[src/design/uotg_map.svh]
`ifndef UOTG_MAP_SVH
`define UOTG_MAP_SVH

// Register byte offsets
`define UOTG_OFS_IFM_RESET     8'h00
`define UOTG_OFS_DEV_ADDR      8'h08
`define UOTG_OFS_OTG_CONTROL   8'h10
`define UOTG_OFS_OTG_STATUS    8'h14
`define UOTG_OFS_SERIAL_CTRL   8'h18
`define UOTG_OFS_LINE_FLAGS    8'h1c
`define UOTG_OFS_STICKY_MASK   8'h20

// On-the-go control fields
`define UOTG_OTG_EXT_VBUS_IND  7
`define UOTG_OTG_EXT_VBUS_DRV  6
`define UOTG_OTG_CHRG_VBUS     4
`define UOTG_OTG_DISCHRG_VBUS  3
`define UOTG_OTG_DM_PULLDOWN   2
`define UOTG_OTG_DP_PULLDOWN   1
`define UOTG_OTG_ID_PULLUP     0
`define UOTG_OTG_WR_MASK       8'hdf
`define UOTG_OTG_RESET         8'h00

// Serial control fields
`define UOTG_SER_RX_DIFF       6
`define UOTG_SER_RX_DM         5
`define UOTG_SER_RX_DP         4
`define UOTG_SER_TX_SE0        3
`define UOTG_SER_TX_DAT        2
`define UOTG_SER_TX_EN_N       1
`define UOTG_SER_FSLS          0
`define UOTG_SER_RESET         4'h2

// Line and error flag positions
`define UOTG_FLG_TOKEN_OK      6
`define UOTG_FLG_SE0           5
`define UOTG_FLG_K             4
`define UOTG_FLG_J             3
`define UOTG_FLG_CRC16_ERR     2
`define UOTG_FLG_RX_ACTIVE     1
`define UOTG_FLG_RX_ERROR      0
`define UOTG_FLG_FOLLOW_MASK   7'h03
`define UOTG_FLG_RESET         7'h00

// Line state codes on the transceiver
`define UOTG_LS_SE0            2'h0
`define UOTG_LS_J              2'h1
`define UOTG_LS_K              2'h2
`define UOTG_LS_NONE           2'h3

`define UOTG_DEV_ADDR_RESET    7'h00
`define UOTG_STICKY_RESET      7'h00

`endif

[src/design/uotg_pkg.sv]
package uotg_pkg;
  typedef logic [6:0]  uotg_flags_t;
  typedef logic [6:0]  uotg_addr_t;
  typedef logic [5:0]  uotg_status_t;
  typedef logic [31:0] uotg_word_t;
  typedef enum logic {UOTG_PKT_IDLE, UOTG_PKT_BUSY} uotg_pkt_state_t;
endpackage : uotg_pkg

[src/design/uotg_flag_if.sv]
interface uotg_flag_if;
  uotg_pkg::uotg_flags_t evt;
  uotg_pkg::uotg_flags_t lvl;
  uotg_pkg::uotg_flags_t sticky;
  uotg_pkg::uotg_flags_t sw_clr;
  logic                  pkt_start;
  logic                  ifm_reset;
  uotg_pkg::uotg_flags_t q;

  modport ctrl (output evt, lvl, sticky, sw_clr, pkt_start, ifm_reset, input q);
  modport bank (input evt, lvl, sticky, sw_clr, pkt_start, ifm_reset, output q);
endinterface : uotg_flag_if

[src/design/uotg_flag_bank.sv]
`include "uotg_map.svh"

module uotg_flag_bank #(
  parameter int         W      = 7,
  parameter logic [6:0] FOLLOW = `UOTG_FLG_FOLLOW_MASK
) (
  input wire logic clk,   // System clock
  input wire logic rst_n, // Synchronised reset, active low
  uotg_flag_if.bank f     // Flag controls and state
);

  genvar i;
  generate
    for (i = 0; i < W; i++) begin : g_bit
      logic bit_reg;
      logic bit_next;

      always_comb begin
        bit_next = bit_reg;
        if (f.pkt_start && !f.sticky[i]) begin
          bit_next = 1'b0;
        end
        if (f.sw_clr[i]) begin
          bit_next = 1'b0;
        end
        if (FOLLOW[i]) begin
          // Plain bits track the input; sticky ones latch a high
          if (!f.sticky[i]) begin
            bit_next = f.lvl[i];
          end else if (f.lvl[i]) begin
            bit_next = 1'b1;
          end
        end else if (f.evt[i]) begin
          bit_next = 1'b1; // Set wins over packet and software clear
        end
        if (f.ifm_reset) begin
          bit_next = 1'b0;
        end
      end

      always_ff @(posedge clk or negedge rst_n) begin
        if (!rst_n) begin
          bit_reg <= 1'b0;
        end else begin
          bit_reg <= bit_next;
        end
      end

      assign f.q[i] = bit_reg;
    end
  endgenerate

endmodule : uotg_flag_bank

[src/design/uotg_regs.sv]
`include "uotg_map.svh"

// Notes on behaviour
// - Bit 7 selects external VBUS valid indicator
// - Bit 6 requests external VBUS supply drive
// - Bits 4,3 drive charge/discharge VBUS
// - Bits 2,1 drive D-minus/D-plus pulldowns
// - Bit 0 enables ID pin pull-up
// - Status bits 5..0 mirror session signals
// - Serial bits 6..4 read receive lines
// - Serial bits 3,2 drive SE0/data transmit
// - Serial bit 1 active-low transmit enable, resets 1
// - Serial bit 0 selects serial interface mode
// - Flags 6..2 clear at next packet unless sticky
// - Sticky flags hold until software clears
// - Flag 6 set on valid addressed token
// - Flags 5,4,3 set on SE0, K, J
// - Flag 2 set on data CRC16 failure
// - Flags 1,0 follow receive active/error
// - Sticky mask bit holds flag until 1 written
// - Token address compared to 7-bit device address
module uotg_regs (
  input  wire logic        clk,              // 100 MHz system clock
  input  wire logic        rst_n,            // Async reset, active low
  input  wire logic [7:0]  addr,             // Register byte address
  input  wire logic [31:0] wr_data,          // Write data
  input  wire logic        wr_en,            // Write strobe
  input  wire logic        rd_en,            // Read strobe
  output logic      [31:0] rd_data,          // Read data, cycle after strobe
  input  wire logic        vbus_valid_int,   // Internal comparator VBUS valid
  input  wire logic        vbus_valid_ext,   // External VBUS indicator
  input  wire logic        b_valid,          // Transceiver B-session valid
  input  wire logic        id_gnd,           // Transceiver ID grounded
  input  wire logic        host_disconnect,  // Transceiver host disconnect
  input  wire logic        sess_valid,       // Transceiver session valid
  input  wire logic        sess_end,         // Transceiver session end
  input  wire logic        rx_rcv,           // Serial differential receive
  input  wire logic        rx_dm,            // Serial D-minus receive
  input  wire logic        rx_dp,            // Serial D-plus receive
  input  wire logic [1:0]  line_state,       // Transceiver line state
  input  wire logic        rx_active,        // Transceiver receive active
  input  wire logic        rx_error,         // Transceiver receive error
  input  wire logic        token_valid,      // Token decoded, one-cycle pulse
  input  wire logic        token_crc5_ok,    // Token CRC5 passed
  input  wire logic        token_pid_ok,     // Token PID check passed
  input  wire logic [6:0]  token_addr,       // Token device address
  input  wire logic        data_crc16_fail,  // Data packet CRC16 fail pulse
  output logic             vbus_valid,       // Selected VBUS valid
  output logic             drv_vbus_ext,     // External VBUS drive request
  output logic             chrg_vbus,        // Charge VBUS request
  output logic             dischrg_vbus,     // Discharge VBUS request
  output logic             dm_pulldown,      // D-minus pulldown enable
  output logic             dp_pulldown,      // D-plus pulldown enable
  output logic             id_pullup,        // ID pin pull-up enable
  output logic             tx_se0,           // Serial SE0 transmit
  output logic             tx_dat,           // Serial transmit data
  output logic             tx_enable_n,      // Serial transmit enable, low
  output logic             fsls_serial,      // Serial interface select
  output logic             token_accept      // Addressed token passed on
);

  logic                          rst_meta_reg;
  logic                          rst_sync_reg;
  logic                          rst_sync_n;
  logic [7:0]                    otg_ctrl_reg;
  logic [3:0]                    ser_ctrl_reg;
  uotg_pkg::uotg_addr_t          dev_addr_reg;
  uotg_pkg::uotg_flags_t         sticky_reg;
  uotg_pkg::uotg_status_t        otg_stat_reg;
  logic [2:0]                    ser_rx_reg;
  logic [1:0]                    ls_reg;
  logic                          rx_active_reg;
  logic                          rx_error_reg;
  logic                          vbus_sel_reg;
  logic                          tok_ok_reg;
  logic                          crc16_reg;
  logic                          accept_reg;
  uotg_pkg::uotg_pkt_state_t     pkt_reg;
  uotg_pkg::uotg_pkt_state_t     pkt_next;
  uotg_pkg::uotg_word_t          rd_reg;
  uotg_pkg::uotg_word_t          rd_next;
  logic                          wr_otg;
  logic                          wr_ser;
  logic                          wr_addr;
  logic                          wr_sticky;
  logic                          wr_flags;
  logic                          ifm_reset;
  logic                          addr_hit;

  uotg_flag_if flags ();

  // Reset release through two stages
  always_ff @(posedge clk or negedge rst_n) begin
    if (!rst_n) begin
      rst_meta_reg <= 1'b0;
      rst_sync_reg <= 1'b0;
    end else begin
      rst_meta_reg <= 1'b1;
      rst_sync_reg <= rst_meta_reg;
    end
  end

  assign rst_sync_n = rst_sync_reg;

  // Write decode
  assign wr_otg    = wr_en && (addr == `UOTG_OFS_OTG_CONTROL);
  assign wr_ser    = wr_en && (addr == `UOTG_OFS_SERIAL_CTRL);
  assign wr_addr   = wr_en && (addr == `UOTG_OFS_DEV_ADDR);
  assign wr_sticky = wr_en && (addr == `UOTG_OFS_STICKY_MASK);
  assign wr_flags  = wr_en && (addr == `UOTG_OFS_LINE_FLAGS);
  assign ifm_reset = wr_en && (addr == `UOTG_OFS_IFM_RESET);

  // On-the-go control; bit 5 has no storage
  always_ff @(posedge clk or negedge rst_sync_n) begin
    if (!rst_sync_n) begin
      otg_ctrl_reg <= `UOTG_OTG_RESET;
    end else if (wr_otg) begin
      otg_ctrl_reg <= wr_data[7:0] & `UOTG_OTG_WR_MASK;
    end
  end

  assign drv_vbus_ext = otg_ctrl_reg[`UOTG_OTG_EXT_VBUS_DRV];
  assign chrg_vbus    = otg_ctrl_reg[`UOTG_OTG_CHRG_VBUS];
  assign dischrg_vbus = otg_ctrl_reg[`UOTG_OTG_DISCHRG_VBUS];
  assign dm_pulldown  = otg_ctrl_reg[`UOTG_OTG_DM_PULLDOWN];
  assign dp_pulldown  = otg_ctrl_reg[`UOTG_OTG_DP_PULLDOWN];
  assign id_pullup    = otg_ctrl_reg[`UOTG_OTG_ID_PULLUP];

  // VBUS valid source; registered so the output is a flop
  always_ff @(posedge clk or negedge rst_sync_n) begin
    if (!rst_sync_n) begin
      vbus_sel_reg <= 1'b0;
    end else if (otg_ctrl_reg[`UOTG_OTG_EXT_VBUS_IND]) begin
      vbus_sel_reg <= vbus_valid_ext;
    end else begin
      vbus_sel_reg <= vbus_valid_int;
    end
  end

  assign vbus_valid = vbus_sel_reg;

  // Session signal mirror, VBUS valid taken from the selected source
  always_ff @(posedge clk or negedge rst_sync_n) begin
    if (!rst_sync_n) begin
      otg_stat_reg <= '0;
    end else begin
      otg_stat_reg <= {b_valid, id_gnd, host_disconnect,
                       vbus_sel_reg, sess_valid, sess_end};
    end
  end

  // Serial control; receive bits are read-only mirrors
  always_ff @(posedge clk or negedge rst_sync_n) begin
    if (!rst_sync_n) begin
      ser_ctrl_reg <= `UOTG_SER_RESET;
    end else if (wr_ser) begin
      ser_ctrl_reg <= wr_data[3:0];
    end
  end

  assign tx_se0      = ser_ctrl_reg[`UOTG_SER_TX_SE0];
  assign tx_dat      = ser_ctrl_reg[`UOTG_SER_TX_DAT];
  assign tx_enable_n = ser_ctrl_reg[`UOTG_SER_TX_EN_N];
  assign fsls_serial = ser_ctrl_reg[`UOTG_SER_FSLS];

  always_ff @(posedge clk or negedge rst_sync_n) begin
    if (!rst_sync_n) begin
      ser_rx_reg <= '0;
    end else begin
      ser_rx_reg <= {rx_rcv, rx_dm, rx_dp};
    end
  end

  // Device address; cleared by interface reset as it is manager state
  always_ff @(posedge clk or negedge rst_sync_n) begin
    if (!rst_sync_n) begin
      dev_addr_reg <= `UOTG_DEV_ADDR_RESET;
    end else if (ifm_reset) begin
      dev_addr_reg <= `UOTG_DEV_ADDR_RESET;
    end else if (wr_addr) begin
      dev_addr_reg <= wr_data[6:0];
    end
  end

  always_ff @(posedge clk or negedge rst_sync_n) begin
    if (!rst_sync_n) begin
      sticky_reg <= `UOTG_STICKY_RESET;
    end else if (ifm_reset) begin
      sticky_reg <= `UOTG_STICKY_RESET;
    end else if (wr_sticky) begin
      sticky_reg <= wr_data[6:0];
    end
  end

  // Receive-side inputs sampled once; flags and packet edge use these
  always_ff @(posedge clk or negedge rst_sync_n) begin
    if (!rst_sync_n) begin
      // Ignored code, so no line flag sets before the first real sample
      ls_reg        <= `UOTG_LS_NONE;
      rx_active_reg <= 1'b0;
      rx_error_reg  <= 1'b0;
      crc16_reg     <= 1'b0;
    end else begin
      ls_reg        <= line_state;
      rx_active_reg <= rx_active;
      rx_error_reg  <= rx_error;
      crc16_reg     <= data_crc16_fail;
    end
  end

  // Token acceptance: all checks plus address match
  assign addr_hit = (token_addr == dev_addr_reg);

  always_ff @(posedge clk or negedge rst_sync_n) begin
    if (!rst_sync_n) begin
      tok_ok_reg <= 1'b0;
      accept_reg <= 1'b0;
    end else begin
      tok_ok_reg <= token_valid && token_crc5_ok && token_pid_ok && addr_hit;
      accept_reg <= token_valid && token_crc5_ok && token_pid_ok && addr_hit;
    end
  end

  assign token_accept = accept_reg;

  // Packet start is the rising edge of receive active
  always_comb begin
    pkt_next = pkt_reg;
    case (pkt_reg)
      uotg_pkg::UOTG_PKT_IDLE: begin
        if (rx_active_reg) begin
          pkt_next = uotg_pkg::UOTG_PKT_BUSY;
        end
      end
      uotg_pkg::UOTG_PKT_BUSY: begin
        if (!rx_active_reg) begin
          pkt_next = uotg_pkg::UOTG_PKT_IDLE;
        end
      end
      default: begin
        pkt_next = uotg_pkg::UOTG_PKT_IDLE;
      end
    endcase
  end

  always_ff @(posedge clk or negedge rst_sync_n) begin
    if (!rst_sync_n) begin
      pkt_reg <= uotg_pkg::UOTG_PKT_IDLE;
    end else if (ifm_reset) begin
      pkt_reg <= uotg_pkg::UOTG_PKT_IDLE;
    end else begin
      pkt_reg <= pkt_next;
    end
  end

  // Flag bank hookup
  always_comb begin
    flags.evt                       = '0;
    flags.evt[`UOTG_FLG_TOKEN_OK]   = tok_ok_reg;
    flags.evt[`UOTG_FLG_SE0]        = (ls_reg == `UOTG_LS_SE0);
    flags.evt[`UOTG_FLG_K]          = (ls_reg == `UOTG_LS_K);
    flags.evt[`UOTG_FLG_J]          = (ls_reg == `UOTG_LS_J);
    flags.evt[`UOTG_FLG_CRC16_ERR]  = crc16_reg;
    flags.lvl                       = '0;
    flags.lvl[`UOTG_FLG_RX_ACTIVE]  = rx_active_reg;
    flags.lvl[`UOTG_FLG_RX_ERROR]   = rx_error_reg;
  end

  assign flags.sticky    = sticky_reg;
  assign flags.sw_clr    = wr_flags ? wr_data[6:0] : '0;
  assign flags.pkt_start = (pkt_reg == uotg_pkg::UOTG_PKT_IDLE) && rx_active_reg;
  assign flags.ifm_reset = ifm_reset;

  uotg_flag_bank #(
    .W      (7),
    .FOLLOW (`UOTG_FLG_FOLLOW_MASK)
  ) u_flags (
    .clk   (clk),
    .rst_n (rst_sync_n),
    .f     (flags.bank)
  );

  // Read mux; unmapped and write-only addresses read zero
  always_comb begin
    rd_next = '0;
    if (rd_en) begin
      case (addr)
        `UOTG_OFS_OTG_CONTROL: begin
          rd_next[7:0] = otg_ctrl_reg;
        end
        `UOTG_OFS_OTG_STATUS: begin
          rd_next[5:0] = otg_stat_reg;
        end
        `UOTG_OFS_SERIAL_CTRL: begin
          rd_next[6:0] = {ser_rx_reg, ser_ctrl_reg};
        end
        `UOTG_OFS_LINE_FLAGS: begin
          rd_next[6:0] = flags.q;
        end
        `UOTG_OFS_DEV_ADDR: begin
          rd_next[6:0] = dev_addr_reg;
        end
        `UOTG_OFS_STICKY_MASK: begin
          rd_next[6:0] = sticky_reg;
        end
        default: begin
          rd_next = '0;
        end
      endcase
    end
  end

  // Read data stands one cycle only
  always_ff @(posedge clk or negedge rst_sync_n) begin
    if (!rst_sync_n) begin
      rd_reg <= '0;
    end else begin
      rd_reg <= rd_next;
    end
  end

  assign rd_data = rd_reg;

endmodule : uotg_regs

[config.mk]
export PLATFORM = sky130hd
export DESIGN_NAME = uotg_regs
export DESIGN_NICKNAME = d
export VERILOG_FILES = /design/src/design/uotg_pkg.sv /design/src/design/uotg_flag_if.sv /design/src/design/uotg_flag_bank.sv /design/src/design/uotg_regs.sv
export VERILOG_INCLUDE_DIRS = /design/src /design/src/design
export SDC_FILE = /design/constraint.sdc
export NUM_CORES = 1
export LEC_CHECK = 0
export BUFFER_PORTS_ARGS = -buffer_cell sky130_fd_sc_hd__buf_2
export CAP_MARGIN = 40
export CORE_ASPECT_RATIO = 1.75
export CORE_MARGIN = 3
export CORE_UTILIZATION = 52
export DETAILED_ROUTE_END_ITERATION = 6
export PLACE_DENSITY_LB_ADDON = 0.1
export SLEW_MARGIN = 10
export SYNTH_ARGS = -nofsm -noshare
export SYNTH_HDL_FRONTEND = slang
export SYNTH_SLANG_ARGS = --single-unit
[constraint.sdc]
create_clock -name clk -period 2.9 [get_ports clk]
set_clock_uncertainty 0.1 [all_clocks]
set_input_delay 0.29 -clock clk [delete_from_list [all_inputs] [get_ports clk]]
set_output_delay 0.29 -clock clk [all_outputs]
set_load 0.02 [all_outputs]
==> impl_summary.md, run 1 <==
Placement
After detailed placement, the total cell area comes to 0.003123 mm2. The placed wire-length estimate after detailed placement is 4.695 mm. The weighted congestion reported at the end of routability-driven placement is 0.8363. The quantity of I/O buffers inserted on ports is 64.

Global routing
The via count of the first global-routing pass is 2107. The initial antenna violation count came to 0. After global routing the overflow that remains totals 0. The first-pass GRT wire length is 10.25 mm. Entering global routing, the biggest net connects 29 pins.

Global routing consumed, over all layers together, 22.07% of the routing resources.

Synth
In this run the mean area of a mapped cell was 11.14 um2. Synthesis instantiated 45 different standard cells from the library. After synthesis the netlist holds a flip-flop and latch count of 59. The cell count after synthesis is between 200 and 300.

Yosys instantiated no cell more often than sky130_fd_sc_hd__dfrtp_1. The area share of the largest cell type after synthesis is 49.32%. The most used flip-flop cell after synthesis is sky130_fd_sc_hd__dfrtp_1.

By count the netlist is led by 56 x sky130_fd_sc_hd__dfrtp_1, 25 x sky130_fd_sc_hd__buf_4, 19 x sky130_fd_sc_hd__nand2_1. In the synthesized netlist the async set-or-reset flop fraction comes to 100.0%. The cell type with the largest total area after synthesis is sky130_fd_sc_hd__dfrtp_1. By area the synthesized netlist is led by sky130_fd_sc_hd__dfrtp_1 49%, sky130_fd_sc_hd__buf_4 6.6%, sky130_fd_sc_hd__mux2i_1 6.3%.

The number of enable flip-flop cells after synthesis is 0. The fraction of the yosys area taken by sequential cells is 52.09%. The area of the mapped netlist is approximately 0.0028 mm2. The Yosys step of the flow raised 0 warnings.

STA
Based on the critical path, the design can be clocked at up to ~0.5 GHz. The transition time at the pin with the least slew margin is roughly 0.7 ns. The number of max-slew violations in the final report is 0.

The final critical path time including I/O delays and setup is slightly below 2 ns. Summed over all failing endpoints, the final setup total negative slack is 0 ns. The number of endpoints with negative hold slack in the final report is 0. Setup repair after global routing left no endpoint under its margin. The ratio of final minimum period to clock period is 67.12%. Setup violations remaining at the end of the flow were counted as 0.

The worst slew margin relative to its limit is 53.39%.

Power
Of the total power, the share spent switching nets is 25.82%. The worst IR drop on VDD is 0.4879 mV. Combinational cells account for between 10% and 20% of the total power. The clock network is responsible for 43.3% of the overall power.

Cell internal power was estimated by the tool at 0.001433 W. The leakage power of the design is 1.779 nW. In this run, flip-flops and latches consume 45.9% of the power. In this run the power density over the cells is roughly 550 mW/mm2.

The net switching component of the power is 0.0004989 W.

Cells and area
The number of diodes is 0. The multi-input combinational cells in the finished layout cover a total of ~0.0012 mm2. Relative to the synthesized area, the layout overhead comes to 22.68%. The count of fill cells added during filler insertion is 445. The fraction of final layout cells with drive strength greater than 1 is approximately 33%. The flip-flop count of the largest register after layout is 8.

The sequential cells in the finished layout cover a total of 0.001481 mm2. The final layout contains 406 nets. The finished cells cover 0.003486 mm2.

Critical path
The worst-case register-to-register setup slack is 1.37 ns. Data on the critical path arrives at its endpoint at slightly above 2 ns. The maximum net fanout on the critical path is 15. The critical path data required time is ~3.0 ns. The worst setup path is launched from a primary input. The nature of the critical path endpoint is a flop. The type of the worst setup path is primary input to flop.

Routing
The average via count per standard cell is just over 5. The pre-antenna-repair detailed-routing pass consisted of 4 iterations. The number of DRC markers in iteration 0 is 85. Summing over every cut layer, the via total after detailed routing is ~2100. The detailed-route wire length is 6.387 mm.

The average wire per cell in the routed design is 15.35 um. The DRC violation count after routing is 0. The count of nets left with antenna violations once routing finished came out at 0.

Floorplanning
The x dimension of the die is 61.88 um. The standard cell core area is 0.005299 mm2. The number of placement rows is 35. The number of top-level design ports is 113. The vertical die dimension is 103.8 um.

The floorplan step defined a die boundary enclosing 0.006423 mm2. The initial cell density of the core is 53.62%.

CTS
CTS saw 59 sinks. The post-CTS clock slew at the launch and capture registers of the worst setup and hold paths is 0.08 ns. The TritonCTS clock tree is yes. The count of cells resized by post-cts repair is 0.

The clock passes through at most 2 buffers. For the worst-skew pair, the clock arrives at the later sink with an insertion delay of 0.34 ns. TritonCTS created 9 clock buffers.

The maximum level of the CTS H-tree is 3. The clock tree root buffer cell is sky130_fd_sc_hd__clkbuf_8.

Run
The tool flagged a number of max-cap violations equal to 0.

Outcome
The run finished with clean final reports.

Min path
The class of the most critical hold timing path is flop to async pin.
==> stage by stage <==
stage | total power [W] | setup slack, ns | hold WS, ns | instances | util (%)
2_1_floorplan | 0.001047 | 1.041 | -0.1056 | 278 | -
3_3_place_gp | 0.001095 | 0.6327 | -0.02494 | 386 | 58.94
3_5_place_dp | 0.001098 | 0.6151 | -0.02424 | 386 | 58.94
4_1_cts | 0.001954 | 0.9806 | 0.05787 | 416 | 65.79
5_1_grt | 0.002014 | 0.8429 | 0.06512 | 416 | 65.79
6_report | 0.001932 | 0.9536 | 0.06780 | 416 | 65.79
==> layout by cell type (no fill, tap or decap), types with 4 or more instances in the layout <==
| cell | n |
|---|---|
| sky130_fd_sc_hd__a21oi_1 | 13 |
| sky130_fd_sc_hd__a22oi_1 | 4 |
| sky130_fd_sc_hd__buf_2 | 64 |
| sky130_fd_sc_hd__buf_4 | 4 |
| sky130_fd_sc_hd__clkbuf_8 | 9 |
| sky130_fd_sc_hd__conb_1 | 25 |
| sky130_fd_sc_hd__dfrtp_1 | 55 |
| sky130_fd_sc_hd__dlygate4sd3_1 | 14 |
| sky130_fd_sc_hd__inv_1 | 6 |
| sky130_fd_sc_hd__mux2_2 | 13 |
| sky130_fd_sc_hd__mux2i_1 | 18 |
| sky130_fd_sc_hd__nand2_1 | 19 |
| sky130_fd_sc_hd__nand4_1 | 6 |
| sky130_fd_sc_hd__nor2_1 | 18 |
| sky130_fd_sc_hd__nor2b_1 | 5 |
| sky130_fd_sc_hd__o21ai_0 | 11 |
| sky130_fd_sc_hd__o22ai_1 | 4 |
| sky130_fd_sc_hd__xnor2_1 | 5 |
==> cells by family (layout without fill, tap and decap cells) <==
group                  after synthesis  count (layout)  share of synthesized area (%)
AO/OA/AOI/OAI                       44              44                          9.159
XOR/XNOR                             7               7                          2.158
buffers and inverters               40             104                          9.555
multiplexers                        32              32                          11.89
other                                2              25                         0.2643
flip-flops                          59              59                          52.09
AND/OR/NAND/NOR                     71              71                          14.88
==> worst max-delay path, cell delays in order <==
cell and delay, ns:
sky130_fd_sc_hd__buf_2 0.14, sky130_fd_sc_hd__or3_1 0.56, sky130_fd_sc_hd__nor3_4 0.27, sky130_fd_sc_hd__and3_1 0.65, sky130_fd_sc_hd__nor2_1 0.13
==> layout make-up <==
type	instances	area share [%]
flip-flops and latches	59	42.50
multi-input cells	179	33.74
clock buffers	9	3.553
clock inverters	7	2.836
repair buffers	82	14.07
well taps	74	2.656
inverters	6	0.6461
==> metal layers <==
layer  vias to the layer above  GRT usage [%]  wire length, um
li1                       1009              -                -
met3                        19          5.736              291
met2                        74          34.93             3471
met4                         0          12.14              187
met1                      1015          26.05             2436
met5                         -              0                0
==> final timing paths <==
check	startpoint	end	cells past startpoint
min in group clk	vbus_valid_int	vbus_valid	2
max in group asynchronous	rst_sync_n	ser_ctrl_reg[1]	1
max reg2reg	dev_addr_reg[4]	rd_data[4]	5
min reg2reg	rst_sync_n	crc16_reg	0
max	addr[2]	dev_addr_reg[4]	5
min	rst_sync_n	crc16_reg	0
==> power by group through the flow <==
| stage | sequential (W) | combinational, W | clock, W |
|---|---|---|---|
| global placement | 0.000902 | 0.000193 | 0 |
| floorplan | 0.000913 | 0.000134 | 0 |
| CTS | 0.000888 | 0.000210 | 0.000857 |
| finish | 0.000887 | 0.000209 | 0.000836 |
| global route | 0.000894 | 0.000232 | 0.000888 |
| detailed placement | 0.000903 | 0.000195 | 0 |
==> timing repair <==
| item | in CTS | in global routing |
|---|---|---|
| setup buffers | 0 | 0 |
| endpoints found under the hold margin | 15 | 0 |
| hold buffers | 14 | 0 |
Note: power is estimated with default switching activity, not from simulation.
==> run 2: changes to the inputs <==
--- a/config.mk
+++ b/config.mk
@@ -10,7 +10,7 @@
 export CAP_MARGIN = 40
 export CORE_ASPECT_RATIO = 1.75
 export CORE_MARGIN = 3
-export CORE_UTILIZATION = 52
+export CORE_UTILIZATION = 48
 export DETAILED_ROUTE_END_ITERATION = 6
 export PLACE_DENSITY_LB_ADDON = 0.1
 export SLEW_MARGIN = 10
==> constraint.sdc (replaced) <==
create_clock -name clk -period 1.8 [get_ports clk]
set_clock_uncertainty 0.1 [all_clocks]
set_input_delay 0.18 -clock clk [delete_from_list [all_inputs] [get_ports clk]]
set_output_delay 0.18 -clock clk [all_outputs]
set_load 0.02 [all_outputs]
==> run 2 against run 1 <==
Net effect:
- non-clock buffer count up 19
- design area increased by 5.9%
- register-to-register slack lost 1.3 ns
- largest power group unchanged
- sequential cell count unchanged
- combinational power up 74%
- first-iteration DRC count unchanged
- sequential power grew 61%
- largest cell class unchanged
- sequential share of layout area decreased by 2.4 points
==> impl_summary.md, run 2 (synthesis results as in run 1) <==
Cells and area
Cells fill 65.58% of the core in the end. In the final layout, the share of cells above drive strength 1 is 34.90%. The net count of the finished layout is 425.

The flip-flop count of the largest register after layout is 8. The number of diodes is 0. The count of fill cells added during filler insertion is 481. Leaving out fill and tap cells, the most frequent cell in the layout is sky130_fd_sc_hd__buf_2. The top cell types in the final layout, fill and taps aside, are 64 x sky130_fd_sc_hd__buf_2, 55 x sky130_fd_sc_hd__dfrtp_1, 25 x sky130_fd_sc_hd__conb_1. The final non-filler cell total is roughly 440.

The area growth from synthesis to layout is 29.94%.

Routing
The first routing iteration left 85 violations. For this block, the via count after detailed routing is 2177. The average via count per standard cell is 4.982. For this run, design rule violations remaining after detail routing come to 0. Before antenna repair, the detailed router went through 4 iterations. After detailed routing, the average wire length per cell comes to 15.32 um. The routed design has 6.695 mm of wire. The count of nets left with antenna violations once routing finished came out at 0.

Critical path
The startpoint class of the critical path is a flop. Measured in cells, the most critical reg-to-reg path has a length of 4. The category of cells accounting for the largest share of critical-path delay is buffers and inverters. Counting both buffers and inverters, the worst setup path holds a total of 1. The critical path data required time is 1.93 ns.

The critical path in this run is classified as flop to flop. The arrival time of the worst setup path is 1.83 ns. The largest individual stage delay along the critical path comes from the cell sky130_fd_sc_hd__dlygate4sd3_1.

STA classifies the critical path endpoint as a flop. The critical path goes through xnor2_1 > nand4_1 > dlygate4sd3_1 > nor4_1. The instance count on the critical path is 4. Along the worst path, the maximum fanout reaches 3.

For this run, the slowest stage of the critical path takes 0.56 ns.

STA
The number of max-slew violations in the final report is 0. The final critical path time including I/O delays and setup is about 1.7 ns. The worst path setup slack after routing is approximately 0.10 ns. Setup repair after global routing left no endpoint under its margin.

The ratio of final minimum period to clock period is 94.18%. The number of endpoints with negative hold slack in the final report is 0. Static timing analysis puts the maximum clock frequency at 0.5899 GHz. The tightest hold margin is 0.02551 ns. The total setup violations reported at the end of the flow is 0.

Floorplanning
The floorplan step set the die width to 64.16 um. The initial cell density of the core is between 50% and 60%. The vertical die dimension is 107.8 um.

The area enclosed by the die boundary is 0.006915 mm2. In this run the count of I/O pins placed on the die edge is 113. The total area inside the core boundary comes to around 0.0056 mm2. The number of placement rows is 36.

Power
The worst IR drop on VDD is 0.6368 mV. In this run the power density over the cells is 874.8 mW/mm2. The net switching component of the power is approximately 0.00076 W. Per report_power, the combinational group accounts for roughly 11% of the total. The internal power contribution is between 0.002 and 0.0025 W. The switching fraction of total power is between 20% and 30%. The part of the total power dissipated in the clock network is 44.4%. In this run the static leakage power is between 1.5 and 2 nW. Of the total power, registers draw 44.4%.

Global routing
The via count of the first global-routing pass came to 2144. The first global-routing pass estimated 10.53 mm of wire. The initial antenna violation count is 0. The overall overflow remaining after global route is 0. The maximum number of pins on one net before global-route repair is 28.

Global routing consumed, over all layers together, 20.54% of the routing resources.

Placement
During placement, the flow inserted port buffers numbering 64. The worst setup slack after placement is -0.04237 ns. The weighted congestion reported at the end of routability-driven placement is ~0.93. The number of instances in the placed design is ~400.

The placed wire-length estimate after detailed placement is ~5 mm.

Min path
The class of the most critical hold timing path is primary input to flop. The worst hold path passes through 3 cells.

CTS
Buffers inserted during clock tree synthesis total 9. Counting along the longest clock path gives a buffer depth of 2. CTS built an H-tree with a depth of 3. The clock sink total is 59.

The count of cells resized by post-cts repair is 0. The TritonCTS clock tree is yes. The source-to-sink clock delay at the later pin of the worst-skew pair is 0.33 ns. The post-CTS clock slew at the launch and capture registers of the worst setup and hold paths is 0.06 ns. The clock tree root buffer cell is sky130_fd_sc_hd__clkbuf_8.

Run
Across the run, the number of max-cap violations was 0.

Outcome
The run finished with clean final reports.
[run 2: final cells by class]
class	count	area, um2	area share, %
Sequential cell	59	1481	40.12
Multi-Input combinational cell	179	1176	31.85
Timing Repair Buffer	101	670.6	18.16
Clock buffer	13	178.9	4.846
Tap cell	76	95.09	2.575
Clock inverter	3	67.56	1.830
Inverter	6	22.52	0.6100
[run 2: power by group through the flow]
| stage | Sequential (W) | Clock [W] | Combinational, W |
|---|---|---|---|
| finish | 0.00143 | 0.00143 | 0.000363 |
| global route | 0.00144 | 0.00151 | 0.000399 |
| CTS | 0.00143 | 0.00146 | 0.000364 |
| detailed placement | 0.00146 | 0 | 0.000331 |
| global placement | 0.00146 | 0 | 0.000326 |
| floorplan | 0.00147 | 0 | 0.000216 |
[run 2: worst register-to-register path: cells and delay by family (launching register included)]
kind,cells,cell delay (ns)
XOR/XNOR,1,0.16
buffers and inverters,1,0.56
flip-flops,1,0.41
AND/OR/NAND/NOR,2,0.37
[run 2: per-stage QoR]
step | setup TNS, ns | power, W | area, um2
2_1_floorplan | 0 | 0.001688 | 2929
3_3_place_gp | -0.3772 | 0.001783 | 3256
3_5_place_dp | -0.4388 | 0.001789 | 3256
4_1_cts | 0 | 0.003255 | 3692
5_1_grt | 0 | 0.003354 | 3692
6_report | 0 | 0.003230 | 3692
[run 2: final timing paths]
path / start / endpoint / slack, ns
max: dev_addr_reg[2] / token_accept / 0.10
min: wr_data[5] / flags.sticky[5] / 0.03
max reg2reg: dev_addr_reg[2] / token_accept / 0.10
min reg2reg: rst_sync_n / ser_rx_reg[1] / 0.12
max in group asynchronous: rst_sync_n / otg_ctrl_reg[6] / 0.96
min in group asynchronous: rst_n / rst_meta_reg / 0.05
[run 2: routing by layer]
| metal | up-vias | part of all wire (%) | global-route usage, % |
|---|---|---|---|
| li1 | 1042 | - | - |
| met1 | 1043 | 37 | 23.47 |
| met2 | 76 | 54 | 34.72 |
| met3 | 16 | 5.0 | 3.448 |
| met4 | 0 | 4.2 | 13.62 |
| met5 | - | 0 | 0 |
[run 2: repair_timing]
item,CTS,global route
hold endpoints to repair,18,0
hold buffers,19,0
endpoints found under the setup margin,0,0
setup buffers,0,0
==> run 3: changes to the inputs <==
--- a/config.mk
+++ b/config.mk
@@ -10,7 +10,8 @@
 export CAP_MARGIN = 40
 export CORE_ASPECT_RATIO = 1.75
 export CORE_MARGIN = 3
-export CORE_UTILIZATION = 48
+export CORE_UTILIZATION = 44
+export CTS_CLUSTER_DIAMETER = 50
 export DETAILED_ROUTE_END_ITERATION = 6
 export PLACE_DENSITY_LB_ADDON = 0.1
 export SLEW_MARGIN = 10
==> constraint.sdc (replaced) <==
create_clock -name clk -period 1.4 [get_ports clk]
set_clock_uncertainty 0.1 [all_clocks]
set_input_delay 0.14 -clock clk [delete_from_list [all_inputs] [get_ports clk]]
set_output_delay 0.14 -clock clk [all_outputs]
set_load 0.02 [all_outputs]
==> run 3 against run 2 <==
Net effect:
- the flow now finishes with violations (negative setup slack)
- first-iteration DRC count rose by 22%
- sequential power rose by 29%
- hold slack got worse by 0.0036 ns
- die area rose by 8.4%
- power rose by 33%
- combinational power rose by 56%
- design area rose by 9.3%
- global-route usage rose by 1.9 points
- sequential cell count did not move
- largest power group is now clock
==> impl_summary.md, run 3 (synthesis results as in run 1) <==
Floorplanning
The initial cell density of the core is 45.62%. From bottom edge to top edge, the die measures roughly 110 um. The floorplan step defined a die boundary enclosing around 0.0075 mm2. The floorplan has 38 rows. The x dimension of the die is about 67 um. The core region is 0.006228 mm2. Pin placement for this block handled 113 I/O pins.

Power
Power spread over the standard cell area amounts to 1065 mW/mm2. The part of the total power dissipated in the clock network is 44.0%. The switching fraction of total power is 23.87%.

The analysis attributes to cell leakage a power of 2.019 nW. The design draws approximately 0.0043 W. The internal power contribution is 0.003272 W.

Per report_power, the sequential group accounts for between 40% and 50% of the total. The net switching component of the power is 0.001026 W. The worst IR drop on VDD is 0.8508 mV. In this run, the combinational gates consume 13.2% of the power.

Routing
The first-pass iteration count of the detailed router is 6. In the final routed layout, each cell accounts on average for between 15 and 20 um. After detailed routing, the total wire length is 7.702 mm. The total via count after detailed routing is between 2000 and 2500. The DRC violation count after routing is 0. The number of nets still failing antenna checks after routing is 0.

Using the TritonRoute via totals, the vias-per-cell ratio works out to 4.881. For this block, the initial DRC count from the detailed router was 104.

Outcome
The run finished, with violations left. The checks that failed: negative setup slack.

CTS
The TritonCTS clock tree is yes. Clock-pin slew was measured on the worst setup and hold paths at approximately 0.070 ns. Buffers inserted during clock tree synthesis total 9. CTS placed an instance of sky130_fd_sc_hd__clkbuf_8 at the clock tree root. The clock drives 59 sinks. CTS built an H-tree with a depth of 3.

The later pin in the worst-skew pair is clocked with a latency of around 0.35 ns. Counting along the longest clock path gives a buffer depth of 2.

Run
Max-cap violations in this run came to 0.

Cells and area
The post-route cell area is slightly above 0.004 mm2. The flip-flop count of the largest register after layout is 8. Leaving out fill and tap cells, the most frequent cell in the layout is sky130_fd_sc_hd__buf_2. The number of diodes is 0. In the layout the commonest cells are 63 x sky130_fd_sc_hd__buf_2, 55 x sky130_fd_sc_hd__dfrtp_1, 35 x sky130_fd_sc_hd__dlygate4sd3_1. The net count of the finished layout is 453. The finished layout holds 469 standard cells, fillers aside. Of the cells placed in the final design, the portion with a size suffix greater than 1 is 37.79%.

The area growth from synthesis to layout is 41.96%.

Critical path
For the worst setup path, the data arrival time is ~1.6 ns. The maximum net fanout on the critical path is 1. The startpoint class of the critical path is a flop.

The critical path data required time is approximately 1.5 ns. The worst setup path is of the flop to flop kind. STA classifies the critical path endpoint as a flop.

STA
The highest clock rate is 0.6984 GHz. The number of max-slew violations in the final report is 0. The tightest hold margin is 0.02192 ns. The final critical path takes up 102.3% of the cycle. Setup slack on the critical path of the routed design comes to -0.03182 ns.

Setup repair after global routing could not meet its margin everywhere. The number of endpoints with negative hold slack in the final report came to 0. The total setup violations reported at the end of the flow is 1. Subtracting the final worst setup slack from the clock period gives 1.432 ns.

Global routing
Global routing used 22.39% of the available tracks across all layers. The first global-routing pass estimated around 12 mm of wire. The initial antenna violation count is 0.

The overall overflow remaining after global route is 0. The via count of the first global-routing pass is 2372. The maximum number of pins on one net before global-route repair is 33.

Placement
The placed wire-length estimate after detailed placement is 5.322 mm. In this run, placement finished with an instance count of 416. The weighted congestion reported at the end of routability-driven placement is 0.8338. The count of buffers added on input and output ports is 64.

The placement-stage cell area is ~0.0034 mm2.

Min path
The class of the most critical hold timing path is primary input to flop.
-- run 3: cell types whose count changed in the layout (fill, tap and decap cells not counted), moves of 2 or more --
cell                            delta
sky130_fd_sc_hd__clkbuf_8          -3
sky130_fd_sc_hd__nor3_2            +2
sky130_fd_sc_hd__a22oi_2           +3
sky130_fd_sc_hd__o21ai_1           +5
sky130_fd_sc_hd__o21ai_0           -5
sky130_fd_sc_hd__buf_6             +2
sky130_fd_sc_hd__a22oi_1           -3
sky130_fd_sc_hd__buf_4            +10
sky130_fd_sc_hd__dlygate4sd3_1    +16
sky130_fd_sc_hd__mux2i_1           -2
sky130_fd_sc_hd__nor3_1            -2
sky130_fd_sc_hd__clkinv_2          +2
sky130_fd_sc_hd__mux2i_2           +2
-- run 3: final timing paths --
check | start | endpoint | slack, ns | cells after the start
worst max-delay path | ser_rx_reg[0] | rd_data[4] | -0.03 | 5
worst min-delay path | addr[0] | rd_data[5] | 0.02 | 4
worst max register to register | ser_rx_reg[0] | rd_data[4] | -0.03 | 5
worst min register to register | rst_sync_n | otg_ctrl_reg[6] | 0.06 | 0
max in group asynchronous | rst_n | rst_sync_n | 0.52 | 3
min in group asynchronous | rst_sync_n | otg_ctrl_reg[6] | 0.06 | 0
-- run 3: area by class of cell --
class | instances | area, um2
fill | 522 | 2195
sequential | 59 | 1481
multi-input combinational | 179 | 1245
timing repair buffer | 129 | 943.4
clock buffer | 11 | 141.4
clock inverter | 5 | 100.1
tap | 80 | 100.1
inverter | 6 | 22.52
-- run 3: critical path, cell delays in order (launching register included) --
cell	delay [ns]
sky130_fd_sc_hd__dfrtp_1	0.39
sky130_fd_sc_hd__mux2_4	0.27
sky130_fd_sc_hd__a22oi_2	0.17
sky130_fd_sc_hd__o22ai_1	0.10
sky130_fd_sc_hd__a22oi_1	0.21
sky130_fd_sc_hd__nor2b_1	0.07
-- run 3: power by group through the flow --
stage	Combinational, W	Clock [W]	Sequential (W)
floorplan	0.000282	0	0.00189
global placement	0.000464	0	0.00187
detailed placement	0.000468	0	0.00187
CTS	0.000551	0.00194	0.00184
global route	0.000616	0.00202	0.00185
finish	0.000566	0.00189	0.00184
-- run 3: metrics by stage --
| step | worst slack, ns | setup TNS [ns] | utilization [%] |
|---|---|---|---|
| after global placement | -0.3046 | -10.07 | 54.06 |
| final | -0.03182 | -0.03182 | 64.77 |
| after floorplan | -0.09592 | -2.232 | - |
| after global routing | -0.09804 | -0.09804 | 64.77 |
| after detailed placement | -0.3174 | -10.66 | 54.06 |
| after CTS | -0.03816 | -0.06185 | 63.84 |
-- run 3: repair_timing --
action / CTS / global route
gates resized for setup: 4 / 10
endpoints found under the hold margin: 30 / 0
pin swaps: 4 / 5
buffers inserted: 0 / 2
setup endpoints to repair: 3 / 8
hold buffers: 35 / 0
-- run 3: metal layers --
layer / global-route usage [%] / routed length [um] / share of wire [%]
met1: 25.28 / 2969 / 39
met4: 11.67 / 297 / 3.9
met2: 37.80 / 4070 / 53
met5: 0 / 0 / 0
met3: 5.706 / 364 / 4.7
